--- config.mk ---
export PLATFORM = sky130hd
export DESIGN_NAME = pio_ports
export DESIGN_NICKNAME = d
export VERILOG_FILES = /design/src/hdl/pio_pkg.sv /design/src/hdl/pio_ports.sv
export SDC_FILE = /design/constraint.sdc
export NUM_CORES = 1
export LEC_CHECK = 0
export BUFFER_PORTS_ARGS = -buffer_cell sky130_fd_sc_hd__buf_4
export CORE_MARGIN = 4
export CORE_UTILIZATION = 57
export CTS_BUF_LIST = sky130_fd_sc_hd__clkbuf_8
export CTS_CLUSTER_DIAMETER = 200
export CTS_CLUSTER_SIZE = 12
export DETAILED_ROUTE_END_ITERATION = 7
export GPL_TIMING_DRIVEN = 0
export PLACE_DENSITY = 0.84
export SETUP_SLACK_MARGIN = 0.5
export SYNTH_ARGS = -nofsm -noshare
export SYNTH_HDL_FRONTEND = slang
export SYNTH_SLANG_ARGS = --single-unit
--- constraint.sdc ---
create_clock -name clk_i -period 22.1 [get_ports clk_i]
set_input_delay 0 -clock clk_i [delete_from_list [all_inputs] [get_ports clk_i]]
set_output_delay 0 -clock clk_i [all_outputs]
set_load 0.02 [all_outputs]
--- src/hdl/pio_pkg.sv ---
package pio_pkg;

   // ***************************************************
   // port geometry
   // ***************************************************
   localparam int          NPORT = 11;
   localparam int          LPP   = 8;
   localparam int          NLINE = NPORT * LPP;
   localparam int          NGRP  = NLINE / 4;
   // which of the 88 slots are real lines (75 of them)
   localparam logic [87:0] LINE_PRESENT =
      88'h03_01FF_FFFF_FFFF_FFFF_FFFF;
   // flat index of port 8 line 5, which has no direction bit
   localparam int          P8L5_IDX = 8 * LPP + 5;
   localparam logic [87:0] DIR_IMPL =
      LINE_PRESENT & ~(88'h1 << P8L5_IDX);
   // lines taken as bus control pins in expansion modes
   localparam logic [87:0] BUS_LOCK = 88'h00_0000_FFFF_FFFF_FFFF;
   // lines whose pull-ups are cut in expansion modes
   localparam logic [87:0] PU_BLOCK = 88'h00_0000_FF0F_FFFF_FFFF;

   // ***************************************************
   // register map, word index = byte address / 4
   // ***************************************************
   localparam logic [5:0]  IDX_DIR0  = 6'h00;
   localparam logic [5:0]  IDX_DATA0 = 6'h10;
   localparam logic [5:0]  IDX_PUR0  = 6'h20;
   localparam logic [5:0]  IDX_PCR   = 6'h24;
   localparam logic [5:0]  IDX_MODE  = 6'h25;
   localparam int          NPUR      = 3;
   localparam int          PCR_LATCH_BIT = 0;
   localparam int          LATCH_PORT    = 1;

   typedef enum logic [1:0] {
      PIO_MODE_SINGLE = 2'b00,
      PIO_MODE_MEMEXP = 2'b01,
      PIO_MODE_MICRO  = 2'b11
   } pio_mode_e;

   typedef struct packed {
      logic [NLINE-1:0]  dir;
      logic [NLINE-1:0]  latch;
      logic [NPUR*8-1:0] pur;
      logic              latch_sel;
      logic [1:0]        mode;
      logic [NLINE-1:0]  pin_meta;
      logic [NLINE-1:0]  pin_sync;
      logic              ack;
      logic [7:0]        rdata;
   } pio_state_s;

   localparam pio_state_s STATE_RST = '0;

endpackage

--- src/hdl/pio_ports.sv ---
`timescale 1ns/1ps
`default_nettype none

// Summary of operation
// - 75 general lines over eleven ports, each but port 8 line 5 with its own direction bit.
// - A pin is a general line or bus pin as the mode sets.
// - Each direction bit maps to one line and picks input or output for it.
// - A direction bit of zero makes its line an input, a one an output.
// - In expansion modes direction bits of bus control pins ignore writes.
// - Port 8 line 5 has no direction bit and never drives.
// - Each data bit maps to one line with an output latch and a pin sense.
// - An input line reads its pin level, and a write still sets its latch.
// - An output line reads its latch; writes set it and it drives the pin.
// - With latch read select set, port 1 reads its latch in any direction.
// - Three pull-up registers hold one enable bit per group of four lines.
// - A pull-up is applied only to an enabled group line that is an input.
// - Expanded: pull-up bits of ports 0-3, 4 low half, 5 kept but unused.
module pio_ports
   import pio_pkg::*;
(
   input  wire logic              clk_i,
   input  wire logic              rst_n_i,
   input  wire logic [7:0]        avs_address_i,
   input  wire logic              avs_read_i,
   input  wire logic              avs_write_i,
   input  wire logic [31:0]       avs_writedata_i,
   input  wire logic [3:0]        avs_byteenable_i,
   output logic      [31:0]       avs_readdata_o,
   output logic                   avs_waitrequest_o,
   input  wire logic [NLINE-1:0]  pad_in_i,
   output logic      [NLINE-1:0]  pad_out_o,
   output logic      [NLINE-1:0]  pad_oe_o,
   output logic      [NLINE-1:0]  pullup_en_o
);

   // ***************************************************
   // helpers
   // ***************************************************
   function automatic logic [7:0] port_byte(input logic [NLINE-1:0] v,
                                            input int p);
      port_byte = v[p*LPP +: LPP];
   endfunction

   function automatic logic is_ext(input logic [1:0] m);
      is_ext = (m == PIO_MODE_MEMEXP) || (m == PIO_MODE_MICRO);
   endfunction

   // ***************************************************
   // reset release
   // ***************************************************
   logic [1:0] rst_q;
   logic       rst_sync_n;

   always_ff @(posedge clk_i or negedge rst_n_i) begin
      if (!rst_n_i) begin
         rst_q <= 2'b00;
      end else begin
         rst_q <= {rst_q[0], 1'b1};
      end
   end
   assign rst_sync_n = rst_q[1];

   // ***************************************************
   // state and bus decode
   // ***************************************************
   pio_state_s       s_q;
   pio_state_s       s_d;
   logic             req;
   logic             wr_take;
   logic [5:0]       idx;
   logic [7:0]       wbyte;
   logic [NLINE-1:0] lock;
   logic [NLINE-1:0] pu_grp;
   logic [7:0]       rd_val;
   logic [7:0]       sel;
   int               p;

   assign req     = avs_read_i | avs_write_i;
   assign idx     = avs_address_i[7:2];
   assign wbyte   = avs_writedata_i[7:0];
   // one wait state; the answer edge is the second edge of a request
   assign avs_waitrequest_o = req & ~s_q.ack;
   assign wr_take = avs_write_i & s_q.ack & avs_byteenable_i[0];
   // bus pins belong to the external bus while expanded
   assign lock    = is_ext(s_q.mode) ? BUS_LOCK : '0;

   always_comb begin
      pu_grp = '0;
      for (int g = 0; g < NGRP; g++) begin
         pu_grp[g*4 +: 4] = {4{s_q.pur[g]}};
      end
   end

   // ***************************************************
   // read path
   // ***************************************************
   always_comb begin
      rd_val = 8'h00;
      sel    = 8'h00;
      p      = 0;
      if (idx < IDX_DIR0 + 6'(NPORT)) begin
         p      = int'(idx - IDX_DIR0);
         rd_val = port_byte(s_q.dir & DIR_IMPL, p);
      end else if (idx >= IDX_DATA0 && idx < IDX_DATA0 + 6'(NPORT)) begin
         p   = int'(idx - IDX_DATA0);
         sel = port_byte(s_q.dir, p);
         if (p == LATCH_PORT && s_q.latch_sel) begin
            sel = 8'hFF;
         end
         rd_val = ((port_byte(s_q.latch, p) & sel)
                  | (port_byte(s_q.pin_sync, p) & ~sel))
                  & port_byte(LINE_PRESENT, p);
      end else if (idx >= IDX_PUR0 && idx < IDX_PUR0 + 6'(NPUR)) begin
         p      = int'(idx - IDX_PUR0);
         rd_val = s_q.pur[p*8 +: 8];
      end else if (idx == IDX_PCR) begin
         rd_val = 8'(s_q.latch_sel) << PCR_LATCH_BIT;
      end else if (idx == IDX_MODE) begin
         rd_val = {6'h00, s_q.mode};
      end
   end

   // ***************************************************
   // next state
   // ***************************************************
   always_comb begin
      s_d          = s_q;
      s_d.pin_meta = pad_in_i;
      s_d.pin_sync = s_q.pin_meta;
      s_d.ack      = req & ~s_q.ack;
      if (avs_read_i && !s_q.ack) begin
         s_d.rdata = rd_val;
      end
      if (wr_take) begin
         if (idx < IDX_DIR0 + 6'(NPORT)) begin
            // latch untouched here, so an old value drives at once
            for (int b = 0; b < LPP; b++) begin
               if (!lock[int'(idx - IDX_DIR0)*LPP + b]) begin
                  s_d.dir[int'(idx - IDX_DIR0)*LPP + b] =
                     wbyte[b]
                     & DIR_IMPL[int'(idx - IDX_DIR0)*LPP + b];
               end
            end
         end else if (idx >= IDX_DATA0
                      && idx < IDX_DATA0 + 6'(NPORT)) begin
            // written regardless of direction
            s_d.latch[int'(idx - IDX_DATA0)*LPP +: LPP] = wbyte;
         end else if (idx >= IDX_PUR0 && idx < IDX_PUR0 + 6'(NPUR)) begin
            s_d.pur[int'(idx - IDX_PUR0)*8 +: 8] = wbyte;
         end else if (idx == IDX_PCR) begin
            s_d.latch_sel = wbyte[PCR_LATCH_BIT];
         end else if (idx == IDX_MODE) begin
            s_d.mode = wbyte[1:0];
         end
      end
   end

   always_ff @(posedge clk_i or negedge rst_sync_n) begin
      if (!rst_sync_n) begin
         s_q <= STATE_RST;
      end else begin
         s_q <= s_d;
      end
   end

   // ***************************************************
   // outputs
   // ***************************************************
   assign avs_readdata_o = {24'h00_0000, s_q.rdata};
   assign pad_out_o      = s_q.latch & LINE_PRESENT;
   assign pad_oe_o       = s_q.dir & DIR_IMPL;
   // resistor only on enabled input lines, cut on PU_BLOCK lines when expanded
   assign pullup_en_o    = pu_grp & ~s_q.dir & LINE_PRESENT
                           & ~(is_ext(s_q.mode) ? PU_BLOCK : '0);

   // ***************************************************
   // assertions
   // ***************************************************
   a_dir_write_sets: assert property (
      @(posedge clk_i) disable iff (!rst_sync_n)
      wr_take && idx == IDX_DIR0 + 6'd6 && !is_ext(s_q.mode)
      |=> pad_oe_o[55:48] == $past(wbyte))
      else $error("direction write not applied");

   a_dir_lock_hold: assert property (
      @(posedge clk_i) disable iff (!rst_sync_n)
      wr_take && idx == IDX_DIR0 && is_ext(s_q.mode)
      |=> $stable(s_q.dir[7:0]))
      else $error("locked direction bits changed");

   a_no_p85_drive: assert property (
      @(posedge clk_i) disable iff (!rst_sync_n)
      !pad_oe_o[P8L5_IDX])
      else $error("port 8 line 5 driven");

   a_latch_drives: assert property (
      @(posedge clk_i) disable iff (!rst_sync_n)
      wr_take && idx == IDX_DATA0 + 6'd6
      |=> pad_out_o[55:48] == $past(wbyte))
      else $error("latch write not on pin");

   a_input_reads_pin: assert property (
      @(posedge clk_i) disable iff (!rst_sync_n)
      avs_read_i && s_q.ack && idx == IDX_DATA0 + 6'd6
      |-> (avs_readdata_o[7:0] & ~$past(s_q.dir[55:48]))
          == ($past(s_q.pin_sync[55:48]) & ~$past(s_q.dir[55:48])))
      else $error("input read not pin level");

   a_latch_select: assert property (
      @(posedge clk_i) disable iff (!rst_sync_n)
      avs_read_i && s_q.ack && idx == IDX_DATA0 + 6'd1
      && $past(s_q.latch_sel)
      |-> avs_readdata_o[7:0] == $past(s_q.latch[15:8]))
      else $error("latch read select ignored");

   a_pullup_input: assert property (
      @(posedge clk_i) disable iff (!rst_sync_n)
      (pullup_en_o & s_q.dir) == '0)
      else $error("pull-up on output line");

   a_pullup_block: assert property (
      @(posedge clk_i) disable iff (!rst_sync_n)
      is_ext(s_q.mode) |-> (pullup_en_o & PU_BLOCK) == '0)
      else $error("pull-up on bus pin");

   a_dir_keep_latch: assert property (
      @(posedge clk_i) disable iff (!rst_sync_n)
      wr_take && idx < IDX_DIR0 + 6'(NPORT) |=> $stable(pad_out_o))
      else $error("direction write changed latch");

   a_bus_answer: assert property (
      @(posedge clk_i) disable iff (!rst_sync_n)
      $rose(req) |-> avs_waitrequest_o ##1 !avs_waitrequest_o)
      else $error("bus answer not after one wait");

   a_output_reads_latch: assert property (
      @(posedge clk_i) disable iff (!rst_sync_n)
      avs_read_i && s_q.ack && idx == IDX_DATA0 + 6'd6
      |-> (avs_readdata_o[7:0] & $past(s_q.dir[55:48]))
          == ($past(s_q.latch[55:48]) & $past(s_q.dir[55:48])))
      else $error("output read not latch");

   a_latch_on_input: assert property (
      @(posedge clk_i) disable iff (!rst_sync_n)
      wr_take && idx == IDX_DATA0 + 6'd7 && s_q.dir[63:56] == 8'h00
      |=> pad_out_o[63:56] == $past(wbyte))
      else $error("latch write lost on input line");

   a_absent_quiet: assert property (
      @(posedge clk_i) disable iff (!rst_sync_n)
      ((pad_out_o | pad_oe_o | pullup_en_o) & ~LINE_PRESENT) == '0)
      else $error("absent line active");

   a_dir_read_back: assert property (
      @(posedge clk_i) disable iff (!rst_sync_n)
      avs_read_i && s_q.ack && idx == IDX_DIR0 + 6'd8
      |-> avs_readdata_o[7:0] == ($past(s_q.dir[71:64]) & DIR_IMPL[71:64]))
      else $error("direction read shows missing bit");

   a_pur_group: assert property (
      @(posedge clk_i) disable iff (!rst_sync_n)
      pullup_en_o[55:48]
      == ({{4{s_q.pur[13]}}, {4{s_q.pur[12]}}} & ~s_q.dir[55:48]))
      else $error("pull-up group mapping wrong");

   a_pullup_unblocked: assert property (
      @(posedge clk_i) disable iff (!rst_sync_n)
      !is_ext(s_q.mode) && s_q.pur[0] && s_q.dir[3:0] == 4'h0
      |-> pullup_en_o[3:0] == 4'hF)
      else $error("pull-up missing in single-chip mode");

   a_dir_port0_free: assert property (
      @(posedge clk_i) disable iff (!rst_sync_n)
      wr_take && idx == IDX_DIR0 && !is_ext(s_q.mode)
      |=> s_q.dir[7:0] == $past(wbyte))
      else $error("unlocked direction write lost");

   a_mode_write: assert property (
      @(posedge clk_i) disable iff (!rst_sync_n)
      wr_take && idx == IDX_MODE |=> s_q.mode == $past(wbyte[1:0]))
      else $error("mode write lost");

   a_pcr_write: assert property (
      @(posedge clk_i) disable iff (!rst_sync_n)
      wr_take && idx == IDX_PCR
      |=> s_q.latch_sel == $past(wbyte[PCR_LATCH_BIT]))
      else $error("latch read select write lost");

   a_byteen_ignore: assert property (
      @(posedge clk_i) disable iff (!rst_sync_n)
      avs_write_i && s_q.ack && !avs_byteenable_i[0]
      |=> $stable(s_q.dir) && $stable(s_q.latch) && $stable(s_q.pur))
      else $error("disabled byte written");

   // read data must stand until the next read is captured
   a_rdata_stands: assert property (
      @(posedge clk_i) disable iff (!rst_sync_n)
      !(avs_read_i && !s_q.ack) |=> $stable(avs_readdata_o))
      else $error("read data changed while idle");

   a_unmapped_zero: assert property (
      @(posedge clk_i) disable iff (!rst_sync_n)
      avs_read_i && s_q.ack && idx > IDX_MODE |-> avs_readdata_o == '0)
      else $error("unmapped read not zero");

endmodule // pio_ports

`default_nettype wire

==> metrics.txt <==
Syn Inst Count=1694; Final #Nets=2396; Avg Cell Area, Syn=11.1 µm²; fillcell total=2216; final worst path period need=5.74 ns; Leak Pwr=12.0 nW; RSZ-0062 raised after global routing=false; worst-case clock buffer depth=3; Worst Path Arrival=6.20 ns; XOR/XNOR Fraction of Synth Area=0.00139; CP startpoint=avs_address_i[3]; Worst IR Drop VDD=62.1 µV; Vias/cell=5.90; clk sinks=390; number of global-route vias before repair=15900; post-route cell area=23900 µm²; reg2reg setup slack=19.32 ns; I/O pin cnt=433; dominant synthesized flop cell=dfrtp_1; clock insertion delay at the later pin of the skew report=0.58 ns; Pwr Density=57.4 nW/µm²; Hold WC Path Type=in2reg; gr ovfl total=0; Placeable Area=32500 µm²; Synth Area in Compound Gates=0.0866; die area=36000 µm²; adder-cell share of the synthesized area=0.0150; routed len/inst=25.7 µm; Max Fclk=174 MHz; Finish-stage setup viols=0; largest family of logic cells by synthesized area=multiplexers; DRC viols=0; CP Class=in2reg; Post-CTS Setup Bufs=0; total number of vias=15800; first-pass GRT wire length=100000 µm; die height=190 µm; Hold Vio Cnt, Final=0; period utilisation layout=0.260; most frequent cell after synthesis=dfrtp_1; Area Overhead vs Synth=26.7%; mux cell area share after synthesis=0.151; final WL=68900 µm; clock-pin slew on the worst setup and hold paths=0.09 ns; CTS root buffer=clkbuf_8; cell type with the largest total area after synthesis=dfrtp_1; Synth top area share=0.518; required time of the critical path=22.56 ns; routability cong.=0.967; Initial Util=0.579; Core Rows=66; EDFF count, synth=0; Setup crit end kind=flip-flop; status=finished, final reports clean; setup TNS=0 ns; H-tree depth=2; slew margin rel.=0.190; hold path start=pad_in_i[0]; Final Skew=0.0358 ns; largest cells by area after synthesis=dfrtp_1 52%, buf_4 9.1%, mux2_2 8.4%; antenna-violating nets left=0; TritonCTS clock tree=done; Die Wd=190 µm; largest net degree at the start of global routing=74; Post-CTS Resized=0; share of cells above drive strength 1=0.364; CTS buffer count=38; Yosys cell types=78; gr usage total=0.372; YS warnings=0; Slew Limit Fails=0; top cells by count, synth=390 x dfrtp_1, 229 x buf_4, 164 x nand2_1, 141 x mux2_2, 118 x o21ai_0; critical-path maximum fanout=11; initial DRC count=1752; first drt pass iteration count=5; dpl cell area=22300 µm²; Detail Placement HPWL=48500 µm; Synth Area in Simple Gates=0.116; PortBufs=336; worst r2r src=s_q[8]; MaxCap Viol Count=0; Yosys reg bits=390; Slew @ Worst Pin=1.21 ns; sequential share of the synthesized area=0.518; Synth async-reset ratio=1.00; mapped cell area=18800 µm²; crit start category=input pin; initial antenna violation count=1
through the flow:
step	setup slack (ns)	utilization	instances	hold WS (ns)	power [mW]
6_report	16.36	0.733	2684	0.0781	1.37
3_5_place_dp	16.01	0.685	2541	-0.216	0.953
2_1_floorplan	10.43	-	1757	-0.296	0.874
4_1_cts	16.59	0.733	2683	0.0677	1.35
3_3_place_gp	7.01	0.681	2535	-0.217	0.946
5_1_grt	16.33	0.733	2684	0.0672	1.41
cells in the final DEF, fill, tap and decap left out, drive strengths merged, types with 6 or more instances in the layout:
master | Yosys | layout
a2111oi | 6 | 6
a21oi | 48 | 48
a221oi | 7 | 7
a22oi | 6 | 6
a31oi | 13 | 13
and2 | 12 | 12
buf | 261 | 603
clkbuf | 41 | 80
conb | 2 | 65
dfrtp | 390 | 390
dlygate4sd3 | 0 | 99
ha | 21 | 21
inv | 21 | 23
mux2 | 143 | 143
mux2i | 83 | 83
mux4 | 18 | 18
nand2 | 165 | 165
nand2b | 6 | 6
nand3 | 35 | 35
nand4 | 9 | 9
nor2 | 103 | 103
nor2b | 44 | 44
nor3 | 18 | 18
nor4 | 11 | 11
o21ai | 118 | 118
o22ai | 19 | 19
or4 | 6 | 6
metal layers:
metal,GRT usage,wire [µm]
met4,0.124,2620
met5,0,0
met1,0.503,26900
met3,0.0780,6790
met2,0.609,32600
logic make-up after synthesis:
| group | after synthesis |
|---|---|
| AOI/OAI and AO/OA | 268 |
| xor gates and xnor gates | 3 |
| adders and majority gates | 22 |
| buffers and inverters | 324 |
| DFF | 390 |
| muxes | 244 |
| other | 2 |
| and+or+nand+nor | 441 |
power by group:
group          leakage (nW)  switching (mW)  internal [mW]
registers              4.97          0.0175          0.737
logic                  6.77           0.127         0.0822
clock network         0.296           0.246          0.161
area by class of cell:
cell class	count	area, µm²	area share
Antenna cell	1	2.50	0.000105
Buffer	302	2020	0.0847
Clock buffer	39	537	0.0225
Clock inverter	4	31.3	0.00131
Inverter	22	82.6	0.00346
Multi-Input combinational cell	1043	7210	0.302
Sequential cell	390	9760	0.409
Tap cell	442	553	0.0232
Timing Repair Buffer	441	3660	0.153
state kept, by name (all words and copies together) (netlist names):
| name | count |
|---|---|
| avs_readdata_o | 8 |
| pad_oe_o | 74 |
| pad_out_o | 75 |
| pu_grp | 22 |
| rst_q | 2 |
| s_d | 88 |
| s_q | 121 |
critical path: stages:
cell	delay, ns
buf_4	0.16
buf_2	0.24
buf_4	0.26
buf_2	0.28
inv_1	0.19
clkbuf_1	0.72
ha_1	0.42
nor3b_1	0.75
nand2_1	0.13
ha_1	0.33
or4_1	0.51
a2111o_1	0.47
nor4b_4	0.37
nand2_2	0.19
nor3_2	0.72
mux2_2	0.43
worst paths after layout:
check	depth (start not counted)	to
worst max-delay path	16	pad_out_o[50]
worst min-delay path	2	s_d[9]
worst max register to register	5	pu_grp[24]
worst min register to register	0	s_q[48]
max in group asynchronous	3	s_d[48]
min in group asynchronous	3	rst_q[1]
what timing repair did:
action	in CTS	in global routing
hold buffers	99	0
endpoints found under the setup margin	0	0
hold endpoints to repair	131	0
Note: power is estimated with default switching activity, not from simulation.
